===== config.mk =====
export PLATFORM = sky130hd
export DESIGN_NAME = srr_ctrl
export DESIGN_NICKNAME = d
export VERILOG_FILES = /design/src/rtl/srr_pkg.sv /design/src/rtl/srr_ctrl.sv /design/src/rtl/srr_sync.sv
export SDC_FILE = /design/constraint.sdc
export NUM_CORES = 1
export LEC_CHECK = 0
export BUFFER_PORTS_ARGS = -buffer_cell sky130_fd_sc_hd__buf_2
export CORE_ASPECT_RATIO = 1.75
export CORE_MARGIN = 2
export CORE_UTILIZATION = 36
export CTS_BUF_LIST = sky130_fd_sc_hd__clkbuf_8
export CTS_CLUSTER_DIAMETER = 40
export DETAILED_ROUTE_END_ITERATION = 10
export GPL_ROUTABILITY_DRIVEN = 0
export GPL_TIMING_DRIVEN = 0
export HOLD_SLACK_MARGIN = 0.1
export PLACE_DENSITY = 0.59
export SKIP_CTS_REPAIR_TIMING = 1
export SYNTH_ARGS = -nofsm -noshare
export SYNTH_HDL_FRONTEND = slang
export SYNTH_SLANG_ARGS = --single-unit

===== constraint.sdc =====
create_clock -name ref_clk -period 11.4 [get_ports ref_clk]
set_clock_uncertainty 0.1 [all_clocks]
set_input_delay 0.57 -clock ref_clk [delete_from_list [all_inputs] [get_ports ref_clk]]
set_output_delay 0.57 -clock ref_clk [all_outputs]
set_load 0.05 [all_outputs]

===== src/rtl/srr_pkg.sv =====
/*
 Shared constants for the safe referencing and retract controller:
 register offsets, field positions, codes, timing and state encoding.
 Assumes a 25 MHz system clock and a byte-addressed plain register port.
*/
`default_nettype none

package srr_pkg;

	localparam int unsigned CLK_HZ        = 25_000_000;
	localparam int unsigned AGREE_WIN_MS  = 2000;
	localparam int unsigned AGREE_CYC_DEF = AGREE_WIN_MS * (CLK_HZ / 1000);

	localparam logic [7:0] ADDR_CTRL    = 8'h00;
	localparam logic [7:0] ADDR_REFPOS  = 8'h04;
	localparam logic [7:0] ADDR_ACCEPT  = 8'h08;
	localparam logic [7:0] ADDR_AGREE_A = 8'h0C;
	localparam logic [7:0] ADDR_AGREE_B = 8'h10;
	localparam logic [7:0] ADDR_TOL     = 8'h14;
	localparam logic [7:0] ADDR_STORED  = 8'h18;
	localparam logic [7:0] ADDR_STATUS  = 8'h1C;
	localparam logic [7:0] ADDR_SAFEPOS = 8'h20;
	localparam logic [7:0] ADDR_INTPOS  = 8'h24;
	localparam logic [7:0] ADDR_FAULT   = 8'h28;

	localparam int CTRL_W          = 4;
	localparam int CTRL_LIM_EN     = 0;
	localparam int CTRL_ROTARY     = 1;
	localparam int CTRL_ABS_ENC    = 2;
	localparam int CTRL_POSITIONER = 3;
	localparam logic [CTRL_W-1:0] CTRL_RST = 4'h0;

	localparam int STAT_SAFE_REF  = 0;
	localparam int STAT_REFERENCED = 1;
	localparam int STAT_LIM_ACT   = 2;
	localparam int STAT_LIM_ON    = 3;
	localparam int STAT_DIR_POS   = 4;
	localparam int STAT_DIR_NEG   = 5;
	localparam int STAT_RETRACT   = 6;
	localparam int STAT_AGREE_MEM = 7;
	localparam int STAT_ROTARY    = 8;
	localparam int STAT_STATE_LSB = 12;

	localparam logic [7:0]  ACCEPT_CODE    = 8'h59;
	localparam logic [7:0]  AGREE_CODE     = 8'hAC;
	localparam logic [15:0] FAULT_AGREE_TO = 16'h03EA;
	localparam logic [31:0] POS_LIMIT      = 32'h2BF2_0000;

	typedef enum logic [3:0] {
		S_UNREF  = 4'h1,
		S_AGREE  = 4'h2,
		S_SUBSEQ = 4'h4,
		S_SAFE   = 4'h8
	} srr_state_t;

endpackage : srr_pkg

`default_nettype wire


===== src/rtl/srr_ctrl.sv =====
/*
 Safe referencing and retract controller for one drive axis.
 Assumes position, motion and limit inputs come from logic on ref_clk;
 only the retract pin is asynchronous and is synchronised here.
*/
// The address-and-strobe port and the register addresses were left to the implementer.
// Behaviour
// - Retract rise arms only safely referenced, violated axes
// - Retract turns limit monitor off, picks direction
// - Retract fall drops direction, restores limit monitor
// - External reference valid after accept code 89
// - Positioner reference taken directly, even moving
// - Agreement timeout raises message value 1002
// - Valid agreement sets safely referenced
// - Separate referenced diagnostic bit
// - Reference evaluated only when function enabled
// - Safe position clamped to 737280000 range
// - Internal diagnostic mirrors safe position
// - Restart uses stored agreement, subsequent referencing
// - Subsequent referencing runs plausibility check
// - Within tolerance of stored position becomes safe
// - Subsequent fault falls back to initial referencing
// - Positioner with absolute encoder self-references
// - Lower violation positive, upper violation negative
// - Reported limit active ANDs safely referenced
`default_nettype none

module srr_ctrl
	import srr_pkg::*;
#(
	parameter int unsigned AGREE_CYC = AGREE_CYC_DEF,
	parameter int          INT_FRAC  = 4
) (
	input  wire logic                  ref_clk,
	input  wire logic                  rst_n,
	input  wire logic [7:0]            regAddr,
	input  wire logic [31:0]           regWdata,
	input  wire logic                  regWr,
	input  wire logic                  regRd,
	output logic      [31:0]           regRdata,
	input  wire logic                  retractPin,
	input  wire logic [31:0]           actPos,
	input  wire logic                  axisMoving,
	input  wire logic                  lowerViolated,
	input  wire logic                  upperViolated,
	input  wire logic                  posnRefValid,
	input  wire logic [31:0]           posnRefPos,
	input  wire logic                  restartReq,
	input  wire logic                  subseqFault,
	output logic                       safelyReferenced,
	output logic                       referenced,
	output logic                       limitMonOn,
	output logic                       dirPosSel,
	output logic                       dirNegSel,
	output logic                       limitActive,
	output logic                       motionMsg,
	output logic      [15:0]           motionMsgValue,
	output logic      [31:0]           safePosDiag,
	output logic      [31+INT_FRAC:0]  intPosDiag
);

	typedef struct packed {
		srr_state_t        st;
		logic [CTRL_W-1:0] ctrl;
		logic [31:0]       refPos;
		logic [31:0]       tol;
		logic [31:0]       stored;
		logic [31:0]       offset;
		logic [7:0]        agA;
		logic [7:0]        agB;
		logic              agreeMem;
		logic              referenced;
		logic              safeRef;
		logic              retract;
		logic              dirPos;
		logic              dirNeg;
		logic              retPrev;
		logic              msg;
		logic [15:0]       faultVal;
		logic [31:0]       timer;
		logic [31:0]       safePos;
		logic [31:0]       rdata;
	} srr_regs_t;

	localparam srr_regs_t REGS_RST = '{st: S_UNREF, ctrl: CTRL_RST, default: '0};
	localparam logic [31:0] TIMER_LAST = 32'(AGREE_CYC - 1);

	srr_regs_t q;
	srr_regs_t d;

	logic               retractSync;
	logic               acceptWr;
	logic               extRef;
	logic               posRef;
	logic               autoRef;
	logic               refEvt;
	logic [31:0]        newRef;
	logic signed [32:0] devS;
	logic [32:0]        absDev;
	logic               plausOk;
	logic               agreeOk;
	logic               timerDone;
	logic               retRise;
	logic               retFall;
	logic signed [32:0] posRaw;
	logic [31:0]        statusWord;

	srr_sync #(.WIDTH(1)) u_retract_sync (
		.ref_clk (ref_clk),
		.rst_n   (rst_n),
		.asyncIn (retractPin),
		.syncOut (retractSync)
	);

	// Accept code only counts at standstill; a moving write is ignored
	assign acceptWr = regWr && (regAddr == ADDR_ACCEPT) && (regWdata[7:0] == ACCEPT_CODE);
	assign extRef   = acceptWr && !axisMoving;
	assign posRef   = posnRefValid && q.ctrl[CTRL_POSITIONER];
	assign autoRef  = (q.st == S_SUBSEQ) && q.ctrl[CTRL_POSITIONER]
		&& q.ctrl[CTRL_ABS_ENC] && !q.referenced;
	assign refEvt   = q.ctrl[CTRL_LIM_EN] && (extRef || posRef || autoRef);
	assign newRef   = posRef ? posnRefPos : (extRef ? q.refPos : actPos);

	// Widened by one bit so the deviation can never wrap
	assign devS      = $signed({newRef[31], newRef}) - $signed({q.stored[31], q.stored});
	assign absDev    = devS[32] ? 33'(-devS) : 33'(devS);
	assign plausOk   = absDev <= {1'b0, q.tol};
	assign agreeOk   = (q.agA == AGREE_CODE) && (q.agB == AGREE_CODE);
	assign timerDone = q.timer >= TIMER_LAST;
	assign retRise   = retractSync && !q.retPrev;
	assign retFall   = !retractSync && q.retPrev;
	// Widened so a sum near full scale clamps instead of wrapping
	assign posRaw    = $signed({actPos[31], actPos}) + $signed({q.offset[31], q.offset});

	always_comb begin
		statusWord = '0;
		statusWord[STAT_SAFE_REF]   = q.safeRef;
		statusWord[STAT_REFERENCED] = q.referenced;
		statusWord[STAT_LIM_ACT]    = limitActive;
		statusWord[STAT_LIM_ON]     = limitMonOn;
		statusWord[STAT_DIR_POS]    = q.dirPos;
		statusWord[STAT_DIR_NEG]    = q.dirNeg;
		statusWord[STAT_RETRACT]    = q.retract;
		statusWord[STAT_AGREE_MEM]  = q.agreeMem;
		statusWord[STAT_ROTARY]     = q.ctrl[CTRL_ROTARY];
		statusWord[STAT_STATE_LSB +: 4] = q.st;
	end

	always_comb begin
		d       = q;
		d.msg   = 1'b0;
		d.rdata = '0;
		d.retPrev = retractSync;

		if (regWr) begin
			case (regAddr)
				ADDR_CTRL:    d.ctrl   = regWdata[CTRL_W-1:0];
				ADDR_REFPOS:  d.refPos = regWdata;
				ADDR_AGREE_A: d.agA    = regWdata[7:0];
				ADDR_AGREE_B: d.agB    = regWdata[7:0];
				ADDR_TOL:     d.tol    = regWdata;
				ADDR_STORED:  d.stored = regWdata;
				default:      d.ctrl   = d.ctrl;
			endcase
		end

		if (regRd) begin
			case (regAddr)
				ADDR_CTRL:    d.rdata = {{(32-CTRL_W){1'b0}}, q.ctrl};
				ADDR_REFPOS:  d.rdata = q.refPos;
				ADDR_AGREE_A: d.rdata = {24'h00_0000, q.agA};
				ADDR_AGREE_B: d.rdata = {24'h00_0000, q.agB};
				ADDR_TOL:     d.rdata = q.tol;
				ADDR_STORED:  d.rdata = q.stored;
				ADDR_STATUS:  d.rdata = statusWord;
				ADDR_SAFEPOS: d.rdata = q.safePos;
				ADDR_INTPOS:  d.rdata = q.safePos;
				ADDR_FAULT:   d.rdata = {16'h0000, q.faultVal};
				default:      d.rdata = '0;
			endcase
		end

		// Clamp keeps the diagnostic inside the reportable span
		if (posRaw > $signed({1'b0, POS_LIMIT})) begin
			d.safePos = POS_LIMIT;
		end else if (posRaw < -$signed({1'b0, POS_LIMIT})) begin
			d.safePos = 32'(-$signed(POS_LIMIT));
		end else begin
			d.safePos = posRaw[31:0];
		end

		case (q.st)
			S_UNREF: begin
				if (refEvt) begin
					d.referenced = 1'b1;
					d.offset = newRef - actPos;
					d.st     = S_AGREE;
					d.timer  = '0;
					d.agA    = '0;
					d.agB    = '0;
				end
			end
			S_SUBSEQ: begin
				if (subseqFault) begin
					d.st       = S_UNREF;
					d.agreeMem = 1'b0;
				end else if (refEvt) begin
					d.referenced = 1'b1;
					d.offset = newRef - actPos;
					if (plausOk) begin
						d.st      = S_SAFE;
						d.safeRef = 1'b1;
					end else begin
						d.st       = S_AGREE;
						d.agreeMem = 1'b0;
						d.timer    = '0;
						d.agA      = '0;
						d.agB      = '0;
					end
				end
			end
			S_AGREE: begin
				if (refEvt) begin
					d.offset = newRef - actPos;
					d.timer  = '0;
				end else if (agreeOk) begin
					d.st       = S_SAFE;
					d.safeRef  = 1'b1;
					d.agreeMem = 1'b1;
				end else if (timerDone) begin
					d.st       = S_UNREF;
					d.msg      = 1'b1;
					d.faultVal = FAULT_AGREE_TO;
				end else begin
					d.timer = q.timer + 32'h0000_0001;
				end
			end
			S_SAFE: begin
				// A fresh reference needs a fresh agreement
				if (refEvt) begin
					d.offset  = newRef - actPos;
					d.st      = S_AGREE;
					d.safeRef = 1'b0;
					d.timer   = '0;
					d.agA     = '0;
					d.agB     = '0;
				end
			end
			default: d.st = S_UNREF;
		endcase

		if (retRise && q.safeRef && (lowerViolated || upperViolated)) begin
			d.retract = 1'b1;
			d.dirPos  = lowerViolated;
			d.dirNeg  = upperViolated && !lowerViolated;
		end
		if (retFall) begin
			d.retract = 1'b0;
			d.dirPos  = 1'b0;
			d.dirNeg  = 1'b0;
		end

		if (restartReq) begin
			d.st         = q.agreeMem ? S_SUBSEQ : S_UNREF;
			d.referenced = 1'b0;
			d.safeRef    = 1'b0;
			d.retract    = 1'b0;
			d.dirPos     = 1'b0;
			d.dirNeg     = 1'b0;
		end
	end

	always_ff @(posedge ref_clk) begin
		if (!rst_n) begin
			q <= REGS_RST;
		end else begin
			q <= d;
		end
	end

	assign regRdata         = q.rdata;
	assign safelyReferenced = q.safeRef;
	assign referenced       = q.referenced;
	assign limitMonOn       = q.ctrl[CTRL_LIM_EN] && !q.retract;
	assign dirPosSel        = q.dirPos;
	assign dirNegSel        = q.dirNeg;
	assign limitActive      = limitMonOn && q.safeRef;
	assign motionMsg        = q.msg;
	assign motionMsgValue   = q.faultVal;
	assign safePosDiag      = q.safePos;
	// Same value, finer internal unit
	assign intPosDiag       = {q.safePos, {INT_FRAC{1'b0}}};
endmodule : srr_ctrl

`default_nettype wire


===== src/rtl/srr_sync.sv =====
/*
 Two-flop synchroniser for asynchronous level inputs.
 Assumes the input is a slow level, held far longer than one clock.
*/
`default_nettype none

module srr_sync #(
	parameter int WIDTH = 1
) (
	input  wire logic             ref_clk,
	input  wire logic             rst_n,
	input  wire logic [WIDTH-1:0] asyncIn,
	output logic      [WIDTH-1:0] syncOut
);

	logic [WIDTH-1:0] meta_q;

	always_ff @(posedge ref_clk) begin
		if (!rst_n) begin
			meta_q  <= '0;
			syncOut <= '0;
		end else begin
			meta_q  <= asyncIn;
			syncOut <= meta_q;
		end
	end

endmodule : srr_sync

`default_nettype wire


==> impl_metrics.tcl, run 1 <==
set metrics [dict create \
    outcome "finished clean" \
    ir_drop_mv 0.0608 \
    fin_crit_sh 0.933 \
    rr_endpoint "q[71]" \
    cts.htree.levels 2 \
    worst_ep_arrival_time_ns 11.08 \
    start_util 0.362 \
    rsz0062_at_grt "false" \
    dp_hpwl_mm 61.3 \
    mostFrequentLayoutCell "nand2_1" \
    grt_max_degree 13 \
    ys_warn_count 0 \
    synth-edff-count 0 \
    synth_ff_type "dfxtp_1" \
    path_buf_inv 5 \
    post-route-min-period_ns 10.64 \
    slowest_delay_ns 0.84 \
    yosys.cell_types.count 84 \
    core-area_um2 53100 \
    antenna_found_initial 3 \
    hold_path_depth 3 \
    finalNetCount 3051 \
    die_x_um 179 \
    die_height_um 310 \
    tns_ns 0 \
    slew_viol_final 0 \
    ys_ff_latch 259 \
    synth_area_per_cell_um2 7.64 \
    area_growth_pct 15.2 \
    slew_headroom 0.122 \
    cts_tree "yes" \
    synth_top_area_cell "dfxtp_1" \
    tightest_slew_ns 1.32 \
    cts-root-buf "clkbuf_8" \
    cap_violations 0 \
    leakagePower_nw 8.78 \
    final_hold_viol_count 0 \
    fin_hold_ws_ns 0.131 \
    grt_use_total 0.262 \
    path_delay_family "simple AND/OR/NAND/NOR gates" \
    crit_path_start_kind "input pin" \
    drtPass1Iterations 8 \
    drive_above_1_share 0.156 \
    cts_max_path_buffers 3 \
    routed_wl_mm 73.9 \
    grt_pass1_vias 19300 \
    post-place-cells 3439 \
    power_density_nw_per_um2 103 \
    crit_path_top_delay_cell "nor4_4" \
    cts_buffers 44 \
    synth_seq_area_share 0.269 \
    r2r_setup_slack_ns 1.40 \
    final_core_util 0.417 \
    mostFrequentLayoutCells "407 x nand2_1, 259 x dfxtp_1, 230 x buf_2" \
    critPathRequiredTime_ns 11.84 \
    viasPerCell 5.55 \
    stdcell_count 3523 \
    io_pins 238 \
    grt_pass1_wl_mm 110 \
    drc 0 \
    num_rows 112 \
    ys_top_cells_by_area "dfxtp_1 27%, ha_1 8.4%, nand2_1 7.9%, a21boi_0 4.7%, a21oi_1 4.5%" \
    cts_sinks 259 \
    synth_cells 2520 \
    async_flop_share 0 \
    fmax_mhz 94.0 \
    portBuffers 223 \
    worst-path-max-fanout 10 \
    r2r_cells 32 \
    setup-violations-final 0 \
    wire_per_inst_um 21.0 \
    die-area_um2 55400 \
    top_register "q" \
    yosysTopAreaCellShare 0.269 \
    grt_overflow 0 \
    final_area_um2 22200 \
    synth_area_um2 19200 \
    cp-end-kind "register" \
    largest_register_ffs 187 \
    via_count 19500 \
    clk_pin_slew_ns 0.07 \
    hp-start "regWdata[29]" \
    antenna_left 0 \
    min_to "q[197]" \
    drt_iter0_markers 1577 \
    worstSkewPairLatency_ns 0.63 \
    rr_startpoint "q[267]" \
    min_path_type "input pin to register" \
    worstSetupPathType "input pin to register" \
    dpl_cell_area_um2 21300 \
]
==> worst min-delay path, delay by kind of cell <==
| kind | cells | cell delay, ns |
|---|---|---|
| and+or+nand+nor | 1 | 0.05 |
| buffers and inverters | 1 | 0.13 |
| AOI/OAI and AO/OA | 1 | 0.06 |
==> routing by layer <==
layer | routed length [um] | part of all wire | GRT usage
met5 | 0 | 0 | 0
met4 | 6610 | 0.089 | 0.210
met3 | 4080 | 0.055 | 0.0322
met2 | 36500 | 0.49 | 0.465
met1 | 26700 | 0.36 | 0.275
==> stage by stage <==
step	setup WS (ns)	total power, mW
global placement	-0.443	1.44
global route	0.0513	2.38
floorplan	3.04	1.29
CTS	0.0391	2.29
detailed placement	-0.571	1.45
finish	0.762	2.29
==> cells in the mapped netlist, types with 12 or more instances <==
cell and number:
a211oi_1 22, a21boi_0 121, a21o_1 56, a21oi_1 174
a221oi_1 13, a222oi_1 27, a22oi_1 14, a31oi_1 24
and2_1 35, and3_1 31, buf_4 116, clkbuf_1 118
dfxtp_1 259, ha_1 129, inv_1 126, mux2i_1 38
nand2_1 407, nand2b_1 20, nand3_1 60, nand4_1 23
nor2_1 120, nor2b_1 25, nor3_1 48, nor4_1 17
o211ai_1 20, o21a_1 28, o21ai_0 122, o31ai_1 16
or3_1 22, or4_1 12, xnor2_1 64, xor2_1 38
==> report_power, final <==
group	internal (mW)	switching, mW
sequential	0.913	0.0133
clock	0.423	0.428
combinational	0.187	0.326
==> cell type report <==
class / count / area, um2
Fill cell: 5466 / 30900
Multi-Input combinational cell: 1906 / 12300
Sequential cell: 259 / 5180
Buffer: 241 / 1350
Timing Repair Buffer: 226 / 1150
Tap cell: 684 / 856
Clock buffer: 49 / 674
Inverter: 126 / 473
Clock inverter: 29 / 183
Antenna cell: 3 / 7.51
==> worst max-delay path by stage <==
stage,from,to,cells past startpoint
after detailed placement,regWdata[7],q[71],35
after CTS,regWdata[7],q[73],35
after global routing,regWdata[7],q[73],35
after floorplan,regWdata[7],q[73],33
final,regWdata[7],q[71],35
after global placement,regWdata[7],q[66],35
==> kinds of logic after synthesis <==
logic type / after synthesis / synth area share
AOI/OAI and AO/OA: 747 / 0.266
xor gates and xnor gates: 102 / 0.0464
adders and majority gates: 132 / 0.0870
buffers and inverters: 367 / 0.0947
DFF: 259 / 0.269
muxes: 41 / 0.0215
other: 1 / 0.000195
and+or+nand+nor: 871 / 0.215
Note: power is estimated with default switching activity, not from simulation.
==> run 2, diff against run 1 <==
TNS_END_PERCENT = 100   (was unset)
clock period = 11.3 ns   (was 11.4 ns; I/O delays follow)
==> impl_metrics.tcl, run 2 (synthesis gave the netlist of run 1 again) <==
set metrics [dict create \
    worstSetupPathType "input pin to register" \
    mostFrequentLayoutCell "nand2_1" \
    start_util 0.362 \
    worst-path-max-fanout 10 \
    num_rows 112 \
    grt_use_total 0.262 \
    multiInputGateArea_um2 12300 \
    wl_met3_mm 4.14 \
    core-area_um2 53100 \
    viasPerCell 5.54 \
    worst_ep_arrival_time_ns 11.08 \
    setup-violations-final 0 \
    tightest_slew_ns 1.33 \
    slew_headroom 0.115 \
    portBuffers 223 \
    cp-end-kind "register" \
    largest_register_ffs 187 \
    fin_hold_ws_ns 0.127 \
    cts.htree.levels 2 \
    fmax_mhz 94.1 \
    area_growth_pct 15.2 \
    dp_hpwl_mm 61.3 \
    top_layer "met4" \
    cts_buffers 44 \
    final-seq-area_um2 5180 \
    antenna_left 0 \
    slew_viol_final 0 \
    via_count 19500 \
    crit_path_start_kind "input pin" \
    rr_startpoint "q[267]" \
    grt_max_degree 13 \
    top_register "q" \
    outcome "finished clean" \
    cts-root-buf "clkbuf_8" \
    finalNetCount 3051 \
    hold_path_depth 3 \
    mostFrequentLayoutCells "407 x nand2_1, 259 x dfxtp_1, 230 x buf_2" \
    cts_max_path_buffers 3 \
    drtPass1Iterations 6 \
    hp-start "regWdata[29]" \
    wl_met1_mm 26.7 \
    slowest_delay_ns 0.81 \
    cap_violations 0 \
    critPathRequiredTime_ns 11.75 \
    drt_iter0_markers 1592 \
    cts_tree "yes" \
    pre_cts_ws_ns -0.666 \
    drc 0 \
    antenna_found_initial 3 \
    drive_above_1_share 0.156 \
    die_x_um 179 \
    fillers 5466 \
    post-place-cells 3439 \
    worst_slack_ns 0.671 \
    final_hold_viol_count 0 \
    stdcell_count 3523 \
    dpl_cell_area_um2 21300 \
    r2r_cells 32 \
    routed_wl_mm 73.9 \
    clk_pin_slew_ns 0.07 \
    grt_pass1_vias 19300 \
    post-route-min-period_ns 10.63 \
    min_path_type "input pin to register" \
    leakagePower_nw 8.78 \
    startpoint "regWdata[7]" \
    worstSkewPairLatency_ns 0.63 \
    crit_path_top_delay_cell "nor4_4" \
    cts_sinks 259 \
    io_pins 238 \
    wire_per_inst_um 21.0 \
    grt_pass1_wl_mm 110 \
    tns_ns 0 \
    ir_drop_mv 0.0616 \
    fin_crit_sh 0.941 \
    die-area_um2 55400 \
    power_density_nw_per_um2 104 \
    final_area_um2 22200 \
    grt_overflow 0 \
    route.met2.wl_mm 36.4 \
    die_height_um 310 \
]
[run 2: per-layer routing]
metal	vias to the layer above	track usage
met5	-	0
met2	782	0.465
li1	9460	-
met3	257	0.0322
met4	0	0.210
met1	9016	0.275
[run 2: where the power goes]
| part | internal (mW) | total (mW) | switching [mW] |
|---|---|---|---|
| logic | 0.189 | 0.518 | 0.329 |
| clock network | 0.426 | 0.858 | 0.432 |
| registers | 0.921 | 0.934 | 0.0134 |
| total | 1.54 | 2.31 | 0.774 |
[run 2: through the flow]
| step | utilization | power [mW] |
|---|---|---|
| global route | 0.417 | 2.40 |
| detailed placement | 0.400 | 1.46 |
| finish | 0.417 | 2.31 |
| CTS | 0.416 | 2.31 |
| floorplan | - | 1.30 |
| global placement | 0.400 | 1.46 |
[run 2: layout make-up]
type	instances	area share
Clock inverter	29	0.00824
Inverter	126	0.0213
Antenna cell	3	0.000339
Buffer	241	0.0609
Multi-Input combinational cell	1906	0.555
Timing Repair Buffer	226	0.0517
Tap cell	684	0.0386
Clock buffer	49	0.0304
Sequential cell	259	0.234
[run 2: path summary, 6_finish.rpt]
kind	end	slack, ns
setup reg to reg	q[67]	1.27
setup / recovery	q[67]	0.67
hold / removal	q[197]	0.13
hold reg to reg	u_retract_sync.syncOut	0.35
[run 2: worst max-delay path, delay by kind of cell]
kind / cells / cell delay [ns]
buffers and inverters: 5 / 1.47
and+or+nand+nor: 14 / 4.74
muxes: 1 / 0.24
adders and majority gates: 3 / 0.98
AOI/OAI and AO/OA: 10 / 2.66
xor gates and xnor gates: 2 / 0.36
